<file path="config.mk">
export PLATFORM = sky130hd
export DESIGN_NAME = fcsup_top
export DESIGN_NICKNAME = d
export VERILOG_FILES = /design/src/design/fcsup_pkg.sv /design/src/design/fcsup_pwm_gate.sv /design/src/design/fcsup_top.sv
export VERILOG_INCLUDE_DIRS = /design/src /design/src/design
export SDC_FILE = /design/constraint.sdc
export NUM_CORES = 1
export LEC_CHECK = 0
export ABC_CLOCK_PERIOD_IN_PS = 1960
export BUFFER_PORTS_ARGS = -buffer_cell sky130_fd_sc_hd__buf_2
export CAP_MARGIN = 5
export CORE_MARGIN = 10
export CORE_UTILIZATION = 40
export DETAILED_ROUTE_END_ITERATION = 8
export GPL_TIMING_DRIVEN = 0
export PLACE_DENSITY = 0.77
export REMOVE_ABC_BUFFERS = 1
export SYNTH_ARGS = -nofsm -noshare
export SYNTH_HDL_FRONTEND = slang
export SYNTH_SLANG_ARGS = --single-unit
</file>
<file path="constraint.sdc">
create_clock -name MCLK -period 1.96 [get_ports MCLK]
set_input_delay 0.196 -clock MCLK [delete_from_list [all_inputs] [get_ports MCLK]]
set_output_delay 0.196 -clock MCLK [all_outputs]
set_load 0.01 [all_outputs]
</file>
<file path="src/design/fcsup_params.svh">
// Constants of the fan control supervisor: offsets, bit positions,
// reset values and parameter defaults.
// Assumes inclusion by bare name from design files.
`ifndef FCSUP_PARAMS_SVH
`define FCSUP_PARAMS_SVH

// Register offsets
`define FCSUP_CTRL_OFFSET 8'h40
`define FCSUP_LOCK_LO 8'h5C
`define FCSUP_LOCK_HI 8'h75

// Field positions in the supervisor control register
`define FCSUP_BIT_START 0
`define FCSUP_BIT_LOCK 1
`define FCSUP_BIT_READY 2
`define FCSUP_BIT_FORCE 3

// Reset and default values
`define FCSUP_CTRL_RST 8'h00
`define FCSUP_DUTY_DEF 8'hFF
`define FCSUP_RANGE_FREQ_DEF 8'hC3
`define FCSUP_ZONE_DISABLED 3'h4

`endif

</file>
<file path="src/design/fcsup_pkg.sv">
// Types shared by the fan control supervisor modules.
// Assumes fcsup_params.svh is on the include path.
package fcsup_pkg;

  // Supervisor control bits, register bit order
  typedef struct packed {
    logic full_speed_force;
    logic ready;
    logic lock;
    logic start;
  } fcsup_ctrl_t;

  // Per-fan parameter pair selected between programmed and default
  typedef struct packed {
    logic [7:0] duty;
    logic [7:0] range_freq;
  } fcsup_fan_param_t;

endpackage : fcsup_pkg

</file>
<file path="src/design/fcsup_pwm_gate.sv">
// One fan's PWM output stage: full-speed force, disabled idle level,
// otherwise the generator's waveform.
// Assumes pwm_raw already carries the fan's polarity.
`timescale 1ns/10ps
`include "fcsup_params.svh"

module fcsup_pwm_gate
  import fcsup_pkg::*;
(
  // Clock and reset
  input wire logic clk,
  input wire logic rst_b,
  // Fan controls
  input wire logic pwm_raw,
  input wire logic [2:0] zone_assignment,
  input wire logic pwm_invert,
  input wire logic full_speed_force,
  // Pin drive
  output logic pwm_out
);

  typedef struct packed {
    logic pwm;
  } fcsup_gate_state_t;

  fcsup_gate_state_t st_reg;
  fcsup_gate_state_t st_next;

  always_comb begin
    st_next = st_reg;
    if (full_speed_force) begin
      // Force outranks the disabled code
      st_next.pwm = ~pwm_invert;
    end else if (zone_assignment == `FCSUP_ZONE_DISABLED) begin
      st_next.pwm = pwm_invert;
    end else begin
      st_next.pwm = pwm_raw;
    end
  end

  always_ff @(posedge clk) begin
    if (!rst_b) begin
      st_reg <= '0;
    end else begin
      st_reg <= st_next;
    end
  end

  assign pwm_out = st_reg.pwm;

endmodule : fcsup_pwm_gate

</file>
<file path="src/design/fcsup_top.sv">
// Fan control supervisor register: commit, lock, ready and full-speed
// force, plus the parameter selection and write protection they steer.
// Assumes the serial interface decodes bytes into one-cycle write
// strobes on MCLK and muxes CTRL_RDATA for reads at the control offset.
// Function
// - After commit is written to one, fan control uses the programmed duty and range/frequency values.
// - Before commit is set, programmed values are not moved into the working set and defaults stay.
// - Whenever commit is zero, defaults are used whatever the parameter registers hold.
// - Changing commit never alters the stored limit and parameter registers, only the selection.
// - Commit stays writable whether or not lock is set.
// - Writing lock to one makes the protected parameter registers read-only until power is lost.
// - Lock ignores further writes once set; only power-on reset clears it.
// - Ready is set by hardware after reset and once all converters work; writes do not change it.
// - While full-speed force is one, every PWM output runs at full duty regardless of lock.
// - Full-speed force overrides a fan's disabled setting.
// - While locked, writes to protected registers are dropped and contents kept.
// - A disabled fan drives its PWM output low, or high when inverted, unless forced.
`timescale 1ns/10ps
`include "fcsup_params.svh"

module fcsup_top
  import fcsup_pkg::*;
#(
  parameter int NUM_FANS = 3
)
(
  // Clock and reset
  input wire logic MCLK,
  input wire logic RST_B,
  // Register access from the serial interface
  input wire logic [7:0] REG_ADDR,
  input wire logic REG_WR,
  input wire logic [7:0] REG_WDATA,
  output logic [7:0] CTRL_RDATA,
  output logic PARAM_WR_OK,
  // Converter health, asynchronous
  input wire logic ADC_OK,
  // Parameter selection
  input wire fcsup_fan_param_t [NUM_FANS-1:0] PROG_PARAM,
  output fcsup_fan_param_t [NUM_FANS-1:0] EFF_PARAM,
  // PWM output stage
  input wire logic [NUM_FANS-1:0] PWM_RAW,
  input wire logic [NUM_FANS-1:0][2:0] ZONE_ASSIGNMENT,
  input wire logic [NUM_FANS-1:0] PWM_INVERT,
  output logic [NUM_FANS-1:0] PWM_OUT
);

  localparam fcsup_fan_param_t FAN_DEF = '{
    duty: `FCSUP_DUTY_DEF,
    range_freq: `FCSUP_RANGE_FREQ_DEF
  };

  typedef struct packed {
    fcsup_ctrl_t ctrl;
    logic [2:0] adc_sync;
    fcsup_fan_param_t [NUM_FANS-1:0] eff;
  } fcsup_state_t;

  fcsup_state_t st_reg;
  fcsup_state_t st_next;
  fcsup_state_t st_rst;
  fcsup_fan_param_t [NUM_FANS-1:0] eff_def;
  logic ctrl_wr;
  logic in_lock_range;
  logic adc_ok_stable;

  // Refused at elaboration: the struct and the checks assume 1..8 fans
  if (NUM_FANS < 1 || NUM_FANS > 8) begin : g_bad_fans
    $error("fcsup_top: NUM_FANS must lie in 1..8");
  end

  assign eff_def = {NUM_FANS{FAN_DEF}};
  assign ctrl_wr = REG_WR && (REG_ADDR == `FCSUP_CTRL_OFFSET);
  assign in_lock_range = (REG_ADDR >= `FCSUP_LOCK_LO) &&
                         (REG_ADDR <= `FCSUP_LOCK_HI);
  // Second and third stages must agree before the level counts
  assign adc_ok_stable = st_reg.adc_sync[1] & st_reg.adc_sync[2];

  always_comb begin
    st_rst = '0;
    st_rst.ctrl = fcsup_ctrl_t'(4'(`FCSUP_CTRL_RST));
    st_rst.eff = eff_def;
  end

  always_comb begin
    st_next = st_reg;
    st_next.adc_sync = {st_reg.adc_sync[1:0], ADC_OK};
    // Ready is sticky: a converter glitch later must not drop it
    if (adc_ok_stable) begin
      st_next.ctrl.ready = 1'b1;
    end
    if (ctrl_wr) begin
      // Commit and force ignore lock; ready and upper bits ignore data
      st_next.ctrl.start = REG_WDATA[`FCSUP_BIT_START];
      st_next.ctrl.full_speed_force = REG_WDATA[`FCSUP_BIT_FORCE];
      if (REG_WDATA[`FCSUP_BIT_LOCK]) begin
        st_next.ctrl.lock = 1'b1;
      end
    end
    // Selection only; programmed registers live elsewhere, untouched
    if (st_reg.ctrl.start) begin
      st_next.eff = PROG_PARAM;
    end else begin
      st_next.eff = eff_def;
    end
  end

  always_ff @(posedge MCLK) begin
    if (!RST_B) begin
      st_reg <= st_rst;
    end else begin
      st_reg <= st_next;
    end
  end

  // Protected writes are silently dropped once locked
  assign PARAM_WR_OK = REG_WR && in_lock_range && !st_reg.ctrl.lock;
  assign CTRL_RDATA = {4'h0, st_reg.ctrl};
  assign EFF_PARAM = st_reg.eff;

  genvar g;
  generate
    for (g = 0; g < NUM_FANS; g = g + 1) begin : g_fan
      fcsup_pwm_gate u_gate (
        .clk(MCLK),
        .rst_b(RST_B),
        .pwm_raw(PWM_RAW[g]),
        .zone_assignment(ZONE_ASSIGNMENT[g]),
        .pwm_invert(PWM_INVERT[g]),
        .full_speed_force(st_reg.ctrl.full_speed_force),
        .pwm_out(PWM_OUT[g])
      );
    end
  endgenerate

  logic past_valid;
  always_ff @(posedge MCLK) begin
    if (!RST_B) begin
      past_valid <= 1'b0;
    end else begin
      past_valid <= 1'b1;
    end
  end
endmodule : fcsup_top

</file>
==> run metrics, run 1 <==
run status=completed; unrepaired setup endpoints after global routing=no; effective utilization at floorplan=41.92%; Worst EP required=1.76 ns; Final Hold Fails=0; proportion of synthesized area in mux cells=2.481%; most common cell after layout, fill and taps aside=buf_2; classification of the worst-slack hold path=input port to register; clock share of power=46.1%; count of distinct cell types in the synthesized netlist=23; number of levels the H-tree was split into=3; cts bufs inserted=9; sequential area share after synthesis=53.55%; initial antenna violation count=0; flop-to-flop setup slack=0.50 ns; fin crit share=88.21%; number of DRC markers in iteration 0=14; netlist area before placement=2168 µm²; Setup violations, final=0; Post-Place Cell Area=2467 µm²; post-layout instance area=2671 µm²; number of maximum-capacitance constraint violations=0; Final TNS setup=0 ns; number of global-route vias before repair=1618; post-synthesis share of cell area spent on and, or, nand and nor gates=19.22%; maximum clock insertion buffer count=2; final worst clock skew=0.006901 ns; pin count of the biggest net entering global routing=38; number of buffers inserted by port buffering=133; RD Place Congestion=0.7313; share of total power in combinational logic=4.7%; number of buffers added for setup after CTS=0; power density over cell area=903.1 nW/µm²; post-DP HPWL=4168 µm; main combinational cell family by area after synthesis=buffers and inverters; Sw Ratio=19.65%; antenna diode count=0; # resized after CTS=0; Chip Width=93.63 µm; CTS root buffer=clkbuf_8; area of the core=5172 µm²; Reg clk slew, reported paths=0.06 ns; number of iterations in the first detailed-routing pass=2; transition at the pin with the smallest max-transition slack=0.5017 ns; global-route congestion overflow total=0; commonest cells after routing, fill and taps aside=133 x buf_2, 58 x dfxtp_1, 34 x or2_2; Avg Inst Size Synth=10.53 µm²; Peak Freq=0.5784 GHz; Leak Pwr=1.303 nW; clock latency reported for the late side of the worst-skew pair=0.32 ns; arrival time worst endpoint=1.53 ns; IR Drop Worst-Case VDD=458.8 µV; number of rows in the core area=26; fin. max-slew vios=0; wire length of the first global-routing pass=7776 µm; post-synthesis compound-gate area fraction=3.116%; Top Ports=143; total die area=8766 µm²; number of buffers added to fix hold violations after cts=0; Slew HR=66.43%; Sequential Power Share=49.2%; Residual DRC=0; synthesized-area fraction occupied by xor and xnor cells=0%; Filler Cell Count=503; time the worst path needs with I/O delays and setup=1.729 ns; Ys Warns=0; Nets=371; Critical Path Source Type=register; endpoint class of the critical path=output pin; DR vias/cell=4.083; total vias in the final route=1478; TritonCTS clock tree=yes; post-synthesis cell count=206; Max Fanout on Critical Path=3; Hold WS=0.04811 ns; total detailed-routing wirelength=5148 µm; synthesized-area fraction occupied by adder cells=0%; number of flip-flops under the largest register name=48; Num Clock Sinks=58; Routed wire per std cell=14.22 µm; internal power consumption=1.938 mW; proportion of layout cells with a drive suffix above 1=63.70%; combined global-route utilization of all metal layers=11.32%; Final Core Density=51.64%; Seq cells post-synth=58; layout overhead on the synthesized area=23.20%; Switching Power=473.9 µW; Vert. Die Dim=93.63 µm; class of the most critical setup path=register to output pin; Routed Antenna Nets=0
## cell usage after synthesis
cell / number / share of area, %
a21o_1: 1 / 0.35
a21oi_1: 2 / 0.46
a311oi_2: 1 / 0.69
and2_1: 3 / 0.87
and3_1: 12 / 3.5
buf_4: 59 / 20
clkbuf_1: 6 / 1.0
conb_1: 1 / 0.17
dfxtp_1: 58 / 54
mux2_2: 3 / 1.6
mux2i_1: 2 / 0.92
nand2_1: 9 / 1.6
nand2_2: 1 / 0.29
nand4bb_1: 1 / 0.52
nor2_1: 1 / 0.17
nor2b_1: 1 / 0.29
nor3b_1: 3 / 1.0
nor4_1: 1 / 0.29
o211a_1: 3 / 1.4
o21ai_0: 1 / 0.23
or2_1: 2 / 0.58
or2_2: 34 / 9.8
or4_1: 1 / 0.35
## kinds of logic after synthesis
family,count (synthesis)
other,1
flip-flops,58
AO/OA/AOI/OAI,8
multiplexers,5
buffers and inverters,65
AND/OR/NAND/NOR,69
## worst max-delay path, stage by stage (launching register included)
cell      delay (ns)
dfxtp_1         0.32
or4_1           0.54
a311oi_2        0.19
buf_2           0.17
## per-stage QoR
stage                     power [mW]  setup slack, ns  cells
after global placement         1.322           0.4551    347
after floorplan                1.239           0.6375    144
after CTS                      2.446           0.2088    362
final                          2.412           0.2312    362
after global routing           2.522           0.1581    362
after detailed placement       1.326           0.4341    347
## layer usage
metal / track usage, % / vias up / routed length, µm
met3: 6.795 / 8 / 613
li1: - / 756 / -
met4: 5.316 / 0 / 65
met2: 19.20 / 77 / 2496
met1: 10.72 / 637 / 1972
met5: 0 / - / 0
## area by class of cell
cell class              instances  area, µm²  share of cell area [%]
clock buffers                  13      168.9                   6.323
multi-input cells              86      553.0                   20.70
clock inverters                 2      35.03                   1.311
flip-flops and latches         58       1161                   43.47
repair buffers                133      665.6                   24.92
well taps                      70      87.58                   3.279
## power by group through the flow
stage	combinational [mW]	sequential [mW]	clock [mW]
floorplan	0.0233	1.22	0
global placement	0.109	1.21	0
detailed placement	0.113	1.21	0
CTS	0.113	1.19	1.15
global route	0.126	1.19	1.21
finish	0.113	1.19	1.11
## worst paths after layout
check                                           endpoint                       start  cells after the start
worst max-delay path                         PARAM_WR_OK  CTRL_RDATA[1]$_SDFFE_PN0P_                      3
worst min-delay path            EFF_PARAM[28]$_SDFF_PN1_              PROG_PARAM[28]                      2
worst max register to register  EFF_PARAM[10]$_SDFF_PN1_  CTRL_RDATA[0]$_SDFFE_PN0N_                      2
worst min register to register    st_next[50]$_SDFF_PN0_      st_next[49]$_SDFF_PN0_                      1
Note: power is estimated with default switching activity, not from simulation.
==> inputs of run 2 (changes only) <==
Settings changed: CORE_ASPECT_RATIO from default to 0.5.
==> run 2 against run 1 <==
Non-clock buffer count unchanged. Via count up 2.7%. Core utilization grew 0.71 points. Clock skew decreased by 0.0014 ns. Sequential power hardly changed. Maximum frequency is 2.7% lower. Die area increased by 2.0%. Register-to-register slack gained 0.05 ns.
==> run metrics, run 2 (synthesized netlist as in run 1, its figures left out) <==
CTS root buffer=clkbuf_8; cts bufs inserted=9 (unchanged); run status=completed; number of buffers added for setup after CTS=0 (unchanged); Num Clock Sinks=58 (unchanged); Vert. Die Dim=72.06 µm (-23%); time the worst path needs with I/O delays and setup=1.777 ns (+0.04803 ns); family of cells with the greatest summed delay on the critical path=simple AND/OR/NAND/NOR gates; Worst EP required=1.76 ns (about the same); global-route congestion overflow total=0 (unchanged); Final Hold Fails=0 (unchanged); maximum clock insertion buffer count=2 (unchanged); layout overhead on the synthesized area=22.91%; power density over cell area=890.1 nW/µm² (-1.4%); CP max stage cell=or4_1; effective utilization at floorplan=42.60% (+0.68 points); class of the most critical setup path=register to output pin; number of global-route vias before repair=1526 (-5.7%); Nets=371 (unchanged); start point of the critical path=CTRL_RDATA[1]$_SDFFE_PN0P_; Critical Path Source Type=register; number of maximum-capacitance constraint violations=0 (unchanged); fin crit share=90.66% (+2.5 points); area of the core=5090 µm² (-1.6%); total detailed-routing wirelength=5355 µm (+4.0%); number of iterations in the first detailed-routing pass=4 (+2); IR Drop Worst-Case VDD=385.1 µV (-16%); worst setup path end=PARAM_WR_OK; Max Fanout on Critical Path=3 (unchanged); unrepaired setup endpoints after global routing=no; Routed wire per std cell=14.75 µm (+3.7%); commonest cells after routing, fill and taps aside=133 x buf_2, 58 x dfxtp_1, 34 x or2_2; combined global-route utilization of all metal layers=11.19% (-0.13 points); RD Place Congestion=0.9312 (+27%); endpoint class of the critical path=output pin; Top Ports=143 (unchanged); final worst clock skew=0.005536 ns (-0.001364 ns); antenna diode count=0 (unchanged); Leak Pwr=1.298 nW (-0.37%); Chip Width=124.1 µm (+33%); worst setup slack after layout=0.1831 ns (-0.04803 ns); depth of the worst register-to-register path=2 (unchanged); initial antenna violation count=0 (unchanged); Peak Freq=0.5628 GHz (-2.7%); Post-Place Cells=347 (unchanged); TritonCTS clock tree=yes; final cell count without fillers=363 (+0.28%); Cell Chain, Critical Path=or4_1 > a311oi_2 > buf_2; clock latency reported for the late side of the worst-skew pair=0.32 ns (about the same); total vias in the final route=1518 (+2.7%); Routed Antenna Nets=0 (unchanged); delay of the slowest cell on the worst path=0.55 ns (about the same); pin count of the biggest net entering global routing=38 (unchanged); Reg clk slew, reported paths=0.06 ns (about the same); most common cell after layout, fill and taps aside=buf_2; arrival time worst endpoint=1.58 ns (+0.05 ns); buffering stage count on the worst path with inverters included=1 (unchanged); cell depth of the worst setup path=3 (unchanged); flop-to-flop setup slack=0.55 ns (+0.05 ns); worst r2r src=CTRL_RDATA[0]$_SDFFE_PN0N_; Filler Cell Count=476 (-5.4%); number of DRC markers in iteration 0=38 (+24); total die area=8944 µm² (+2.0%); proportion of layout cells with a drive suffix above 1=63.14% (-0.56 points); Final TNS setup=0 ns (unchanged); # resized after CTS=0 (unchanged); wire length of the first global-routing pass=7527 µm (-3.2%); number of rows in the core area=18 (-31%); Residual DRC=0 (unchanged); fin. max-slew vios=0 (unchanged); number of buffers inserted by port buffering=133 (unchanged); post-DP HPWL=4425 µm (+6.2%); worst setup slack after placement=0.5318 ns (+0.09761 ns); capturing point of the worst reg2reg path=EFF_PARAM[10]$_SDFF_PN1_; classification of the worst-slack hold path=input port to register; number of flip-flops under the largest register name=48 (unchanged); number of levels the H-tree was split into=3 (unchanged); Setup violations, final=0 (unchanged); number of buffers added to fix hold violations after cts=0 (unchanged); DR vias/cell=4.182 (+2.4%)
[run 2: cell count changes in the layout (fill, tap and decap cells not counted)]
cell / change
clkbuf_1: +2
clkbuf_8: -1
[run 2: area by class of cell]
type	count	area, µm²	share of cell area, %
repair buffers	133	665.6	24.98
clock buffers	14	162.7	6.103
multi-input cells	86	553.0	20.75
clock inverters	2	35.03	1.315
flip-flops and latches	58	1161	43.57
well taps	70	87.58	3.286
[run 2: per-layer routing]
layer	vias up	routed length (µm)	GRT usage, %
li1	757	-	-
met3	11	373	5.097
met2	50	3269	22.73
met5	-	0	0
met4	0	142	5.457
met1	700	1570	8.723
[run 2: metrics by stage]
step	hold WS [ns]	area, µm²	utilization (%)	total power, mW
after detailed placement	0.3827	2467	48.48	1.326
final	0.04829	2665	52.36	2.372
after floorplan	0.2959	1714	-	1.239
after global routing	0.02313	2665	52.36	2.472
after CTS	0.02834	2665	52.36	2.414
after global placement	0.3758	2467	48.48	1.322
[run 2: worst min path at each step]
stage / start / end / slack [ns] / cells past startpoint
CTS: PROG_PARAM[1] / EFF_PARAM[1]$_SDFF_PN1_ / 0.03 / 2
finish: PROG_PARAM[1] / EFF_PARAM[1]$_SDFF_PN1_ / 0.05 / 2
floorplan: PROG_PARAM[1] / EFF_PARAM[1]$_SDFF_PN1_ / 0.30 / 1
detailed placement: PROG_PARAM[1] / EFF_PARAM[1]$_SDFF_PN1_ / 0.38 / 2
global route: PROG_PARAM[42] / EFF_PARAM[42]$_SDFF_PN1_ / 0.02 / 2
global placement: PROG_PARAM[1] / EFF_PARAM[1]$_SDFF_PN1_ / 0.38 / 2
[run 2: report_power, final]
part	internal (mW)	switching, mW
Combinational	0.0700	0.0431
Sequential	1.19	0.00165
Clock	0.656	0.415
Total	1.91	0.460
==> inputs of run 3 (changes only) <==
Settings changed: CORE_ASPECT_RATIO 0.5 to 0.7, SETUP_SLACK_MARGIN from default to 0.4.
==> run 3 against run 2 <==
First-iteration DRC count is 18% lower. Clock power is 10% higher. Combinational power hardly changed. Die area is 1.5% lower. Routed wire length is 7.3% lower. Register-to-register slack better by 0.10 ns. Sequential share of layout area is 0.46 points lower. Worst setup slack better by 0.053 ns. Cell count is 0.28% higher. Critical path type unchanged. Largest cell class unchanged. Highest routed layer unchanged.
==> run metrics, run 3 (synthesized netlist as in run 1, its figures left out) <==
run status=completed; cts bufs inserted=9 (unchanged); wire length of the first global-routing pass=7514 µm (-0.17%); number of rows in the core area=22 (+4); final worst clock skew=0.003816 ns (-0.001721 ns); number of levels the H-tree was split into=3 (unchanged); number of maximum-capacitance constraint violations=0 (unchanged); post-DP HPWL=4013 µm (-9.3%); Worst EP required=1.76 ns (about the same); endpoint class of the critical path=output pin; power density over cell area=918.0 nW/µm² (+3.1%); number of iterations in the first detailed-routing pass=3 (-1); fin crit share=87.96% (-2.7 points); Routed wire per std cell=13.63 µm (-7.6%); total detailed-routing wirelength=4962 µm (-7.3%); combined global-route utilization of all metal layers=10.91% (-0.27 points); Switching Power=478.7 µW (+4.0%); total die area=8813 µm² (-1.5%); internal power consumption=1.996 mW (+4.4%); Vert. Die Dim=81.60 µm (+13%); CP max stage cell=or4_4; Final Hold Fails=0 (unchanged); Sequential Power Share=48.0% (-2.1 points); CTS root buffer=clkbuf_8; total vias in the final route=1486 (-2.1%); number of buffers inserted by port buffering=133 (unchanged); number of global-route vias before repair=1583 (+3.7%); commonest cells after routing, fill and taps aside=133 x buf_2, 57 x dfxtp_1, 34 x or2_2; Post-Place Cell Area=2470 µm² (+0.10%); Nets=371 (unchanged); number of DRC markers in iteration 0=31 (-18%); maximum clock insertion buffer count=2 (unchanged); Num Clock Sinks=58 (unchanged); Chip Width=108 µm (-13%); arrival time worst endpoint=1.53 ns (-0.05 ns); most common cell after layout, fill and taps aside=buf_2; Setup violations, final=0 (unchanged); initial antenna violation count=0 (unchanged); effective utilization at floorplan=41.24% (-1.4 points); unrepaired setup endpoints after global routing=yes; RD Place Congestion=0.7156 (-23%); IR Drop Worst-Case VDD=440.9 µV (+14%); global-route congestion overflow total=0 (unchanged); DR vias/cell=4.082 (-2.4%); Residual DRC=0 (unchanged); TritonCTS clock tree=yes; depth of the worst register-to-register path=2 (unchanged); Critical Path Source Type=register; Hold WS=0.05107 ns (+0.002779 ns); time the worst path needs with I/O delays and setup=1.724 ns (-0.05276 ns); area of the core=5258 µm² (+3.3%); Leak Pwr=1.320 nW (+1.7%); clock latency reported for the late side of the worst-skew pair=0.32 ns (about the same); pin count of the biggest net entering global routing=38 (unchanged); antenna diode count=0 (unchanged); worst setup slack after layout=0.2359 ns (+0.05276 ns); Reg clk slew, reported paths=0.07 ns (about the same); number of buffers added to fix hold violations after cts=0 (unchanged); post-layout instance area=2696 µm² (+1.2%); Sw Ratio=19.34% (-0.062 points); capturing point of the worst reg2reg path=EFF_PARAM[31]$_SDFF_PN1_; worst r2r src=CTRL_RDATA[0]$_SDFFE_PN0N_; worst setup slack after placement=0.4386 ns (-0.09316 ns); fin. max-slew vios=0 (unchanged); Peak Freq=0.5800 GHz (+3.1%); Top Ports=143 (unchanged); number of flip-flops under the largest register name=48 (unchanged); flop-to-flop setup slack=0.65 ns (+0.10 ns); start point of the critical path=CTRL_RDATA[1]$_SDFFE_PN0P_; number of buffers added for setup after CTS=0 (unchanged); class of the most critical setup path=register to output pin; Cell Chain, Critical Path=or4_4 > a311oi_2 > buf_2; share of total power in combinational logic=4.5% (-0.3 points); worst setup path end=PARAM_WR_OK; Max Fanout on Critical Path=3 (unchanged); delay of the slowest cell on the worst path=0.53 ns (-0.02 ns); Routed Antenna Nets=0 (unchanged); Filler Cell Count=510 (+7.1%); layout overhead on the synthesized area=24.35%; proportion of layout cells with a drive suffix above 1=64.73% (+1.6 points); Final TNS setup=0 ns (unchanged); classification of the worst-slack hold path=input port to register; Tot Pwr=2.475 mW (+4.3%); clock share of power=47.5% (+2.3 points)
-- run 3: cell count changes in the layout (fill, tap and decap cells not counted), sizes merged --
| cell | change |
|---|---|
| clkbuf | -4 |
| clkinv | +2 |
| bufinv | +1 |
-- run 3: how the worst min path moves through the flow --
stage                                           to  depth (start not counted)  slack [ns]      startpoint
after floorplan            EFF_PARAM[1]$_SDFF_PN1_                          1        0.30   PROG_PARAM[1]
after global placement     EFF_PARAM[1]$_SDFF_PN1_                          2        0.38   PROG_PARAM[1]
after detailed placement   EFF_PARAM[1]$_SDFF_PN1_                          2        0.38   PROG_PARAM[1]
after CTS                  EFF_PARAM[1]$_SDFF_PN1_                          2        0.03   PROG_PARAM[1]
after global routing      EFF_PARAM[22]$_SDFF_PN1_                          2        0.03  PROG_PARAM[22]
final                     EFF_PARAM[32]$_SDFF_PN1_                          2        0.05  PROG_PARAM[32]
-- run 3: timing repair --
action | in CTS | in global routing
pin swaps | 0 | 0
endpoints found under the setup margin | 1 | 37
resized for setup | 2 | 1
-- run 3: final cells by class --
cell class | count | area (µm²) | area share, %
clock inverter | 5 | 78.83 | 2.923
clock buffer | 10 | 137.6 | 5.104
tap | 72 | 90.09 | 3.341
timing repair buffer | 133 | 665.6 | 24.69
sequential | 58 | 1162 | 43.11
multi-input combinational | 86 | 561.8 | 20.84
-- run 3: layer usage --
layer / routed length [µm] / vias up / GRT usage, %
met3: 518 / 6 / 5.864
li1: - / 756 / -
met2: 2421 / 73 / 18.27
met1: 1960 / 651 / 11.15
met4: 61 / 0 / 5.186
met5: 0 / - / 0
-- run 3: critical path: cells and delay by family, from the launching register on --
kind                   cells  cell delay, ns
DFF                        1            0.33
AOI/OAI and AO/OA          1            0.19
and+or+nand+nor            1            0.53
buffers and inverters      1            0.17
-- run 3: power groups by stage --
stage	combinational, mW	clock, mW	sequential [mW]
5_1_grt	0.127	1.27	1.19
3_3_place_gp	0.108	0	1.21
6_report	0.112	1.18	1.19
2_1_floorplan	0.0233	0	1.22
4_1_cts	0.112	1.22	1.19
3_5_place_dp	0.111	0	1.21
-- run 3: stage by stage --
step                      cells  utilization [%]
after floorplan             144                -
after global placement      349            46.98
after detailed placement    349            46.98
after CTS                   364            51.19
after global routing        364            51.29
final                       364            51.29
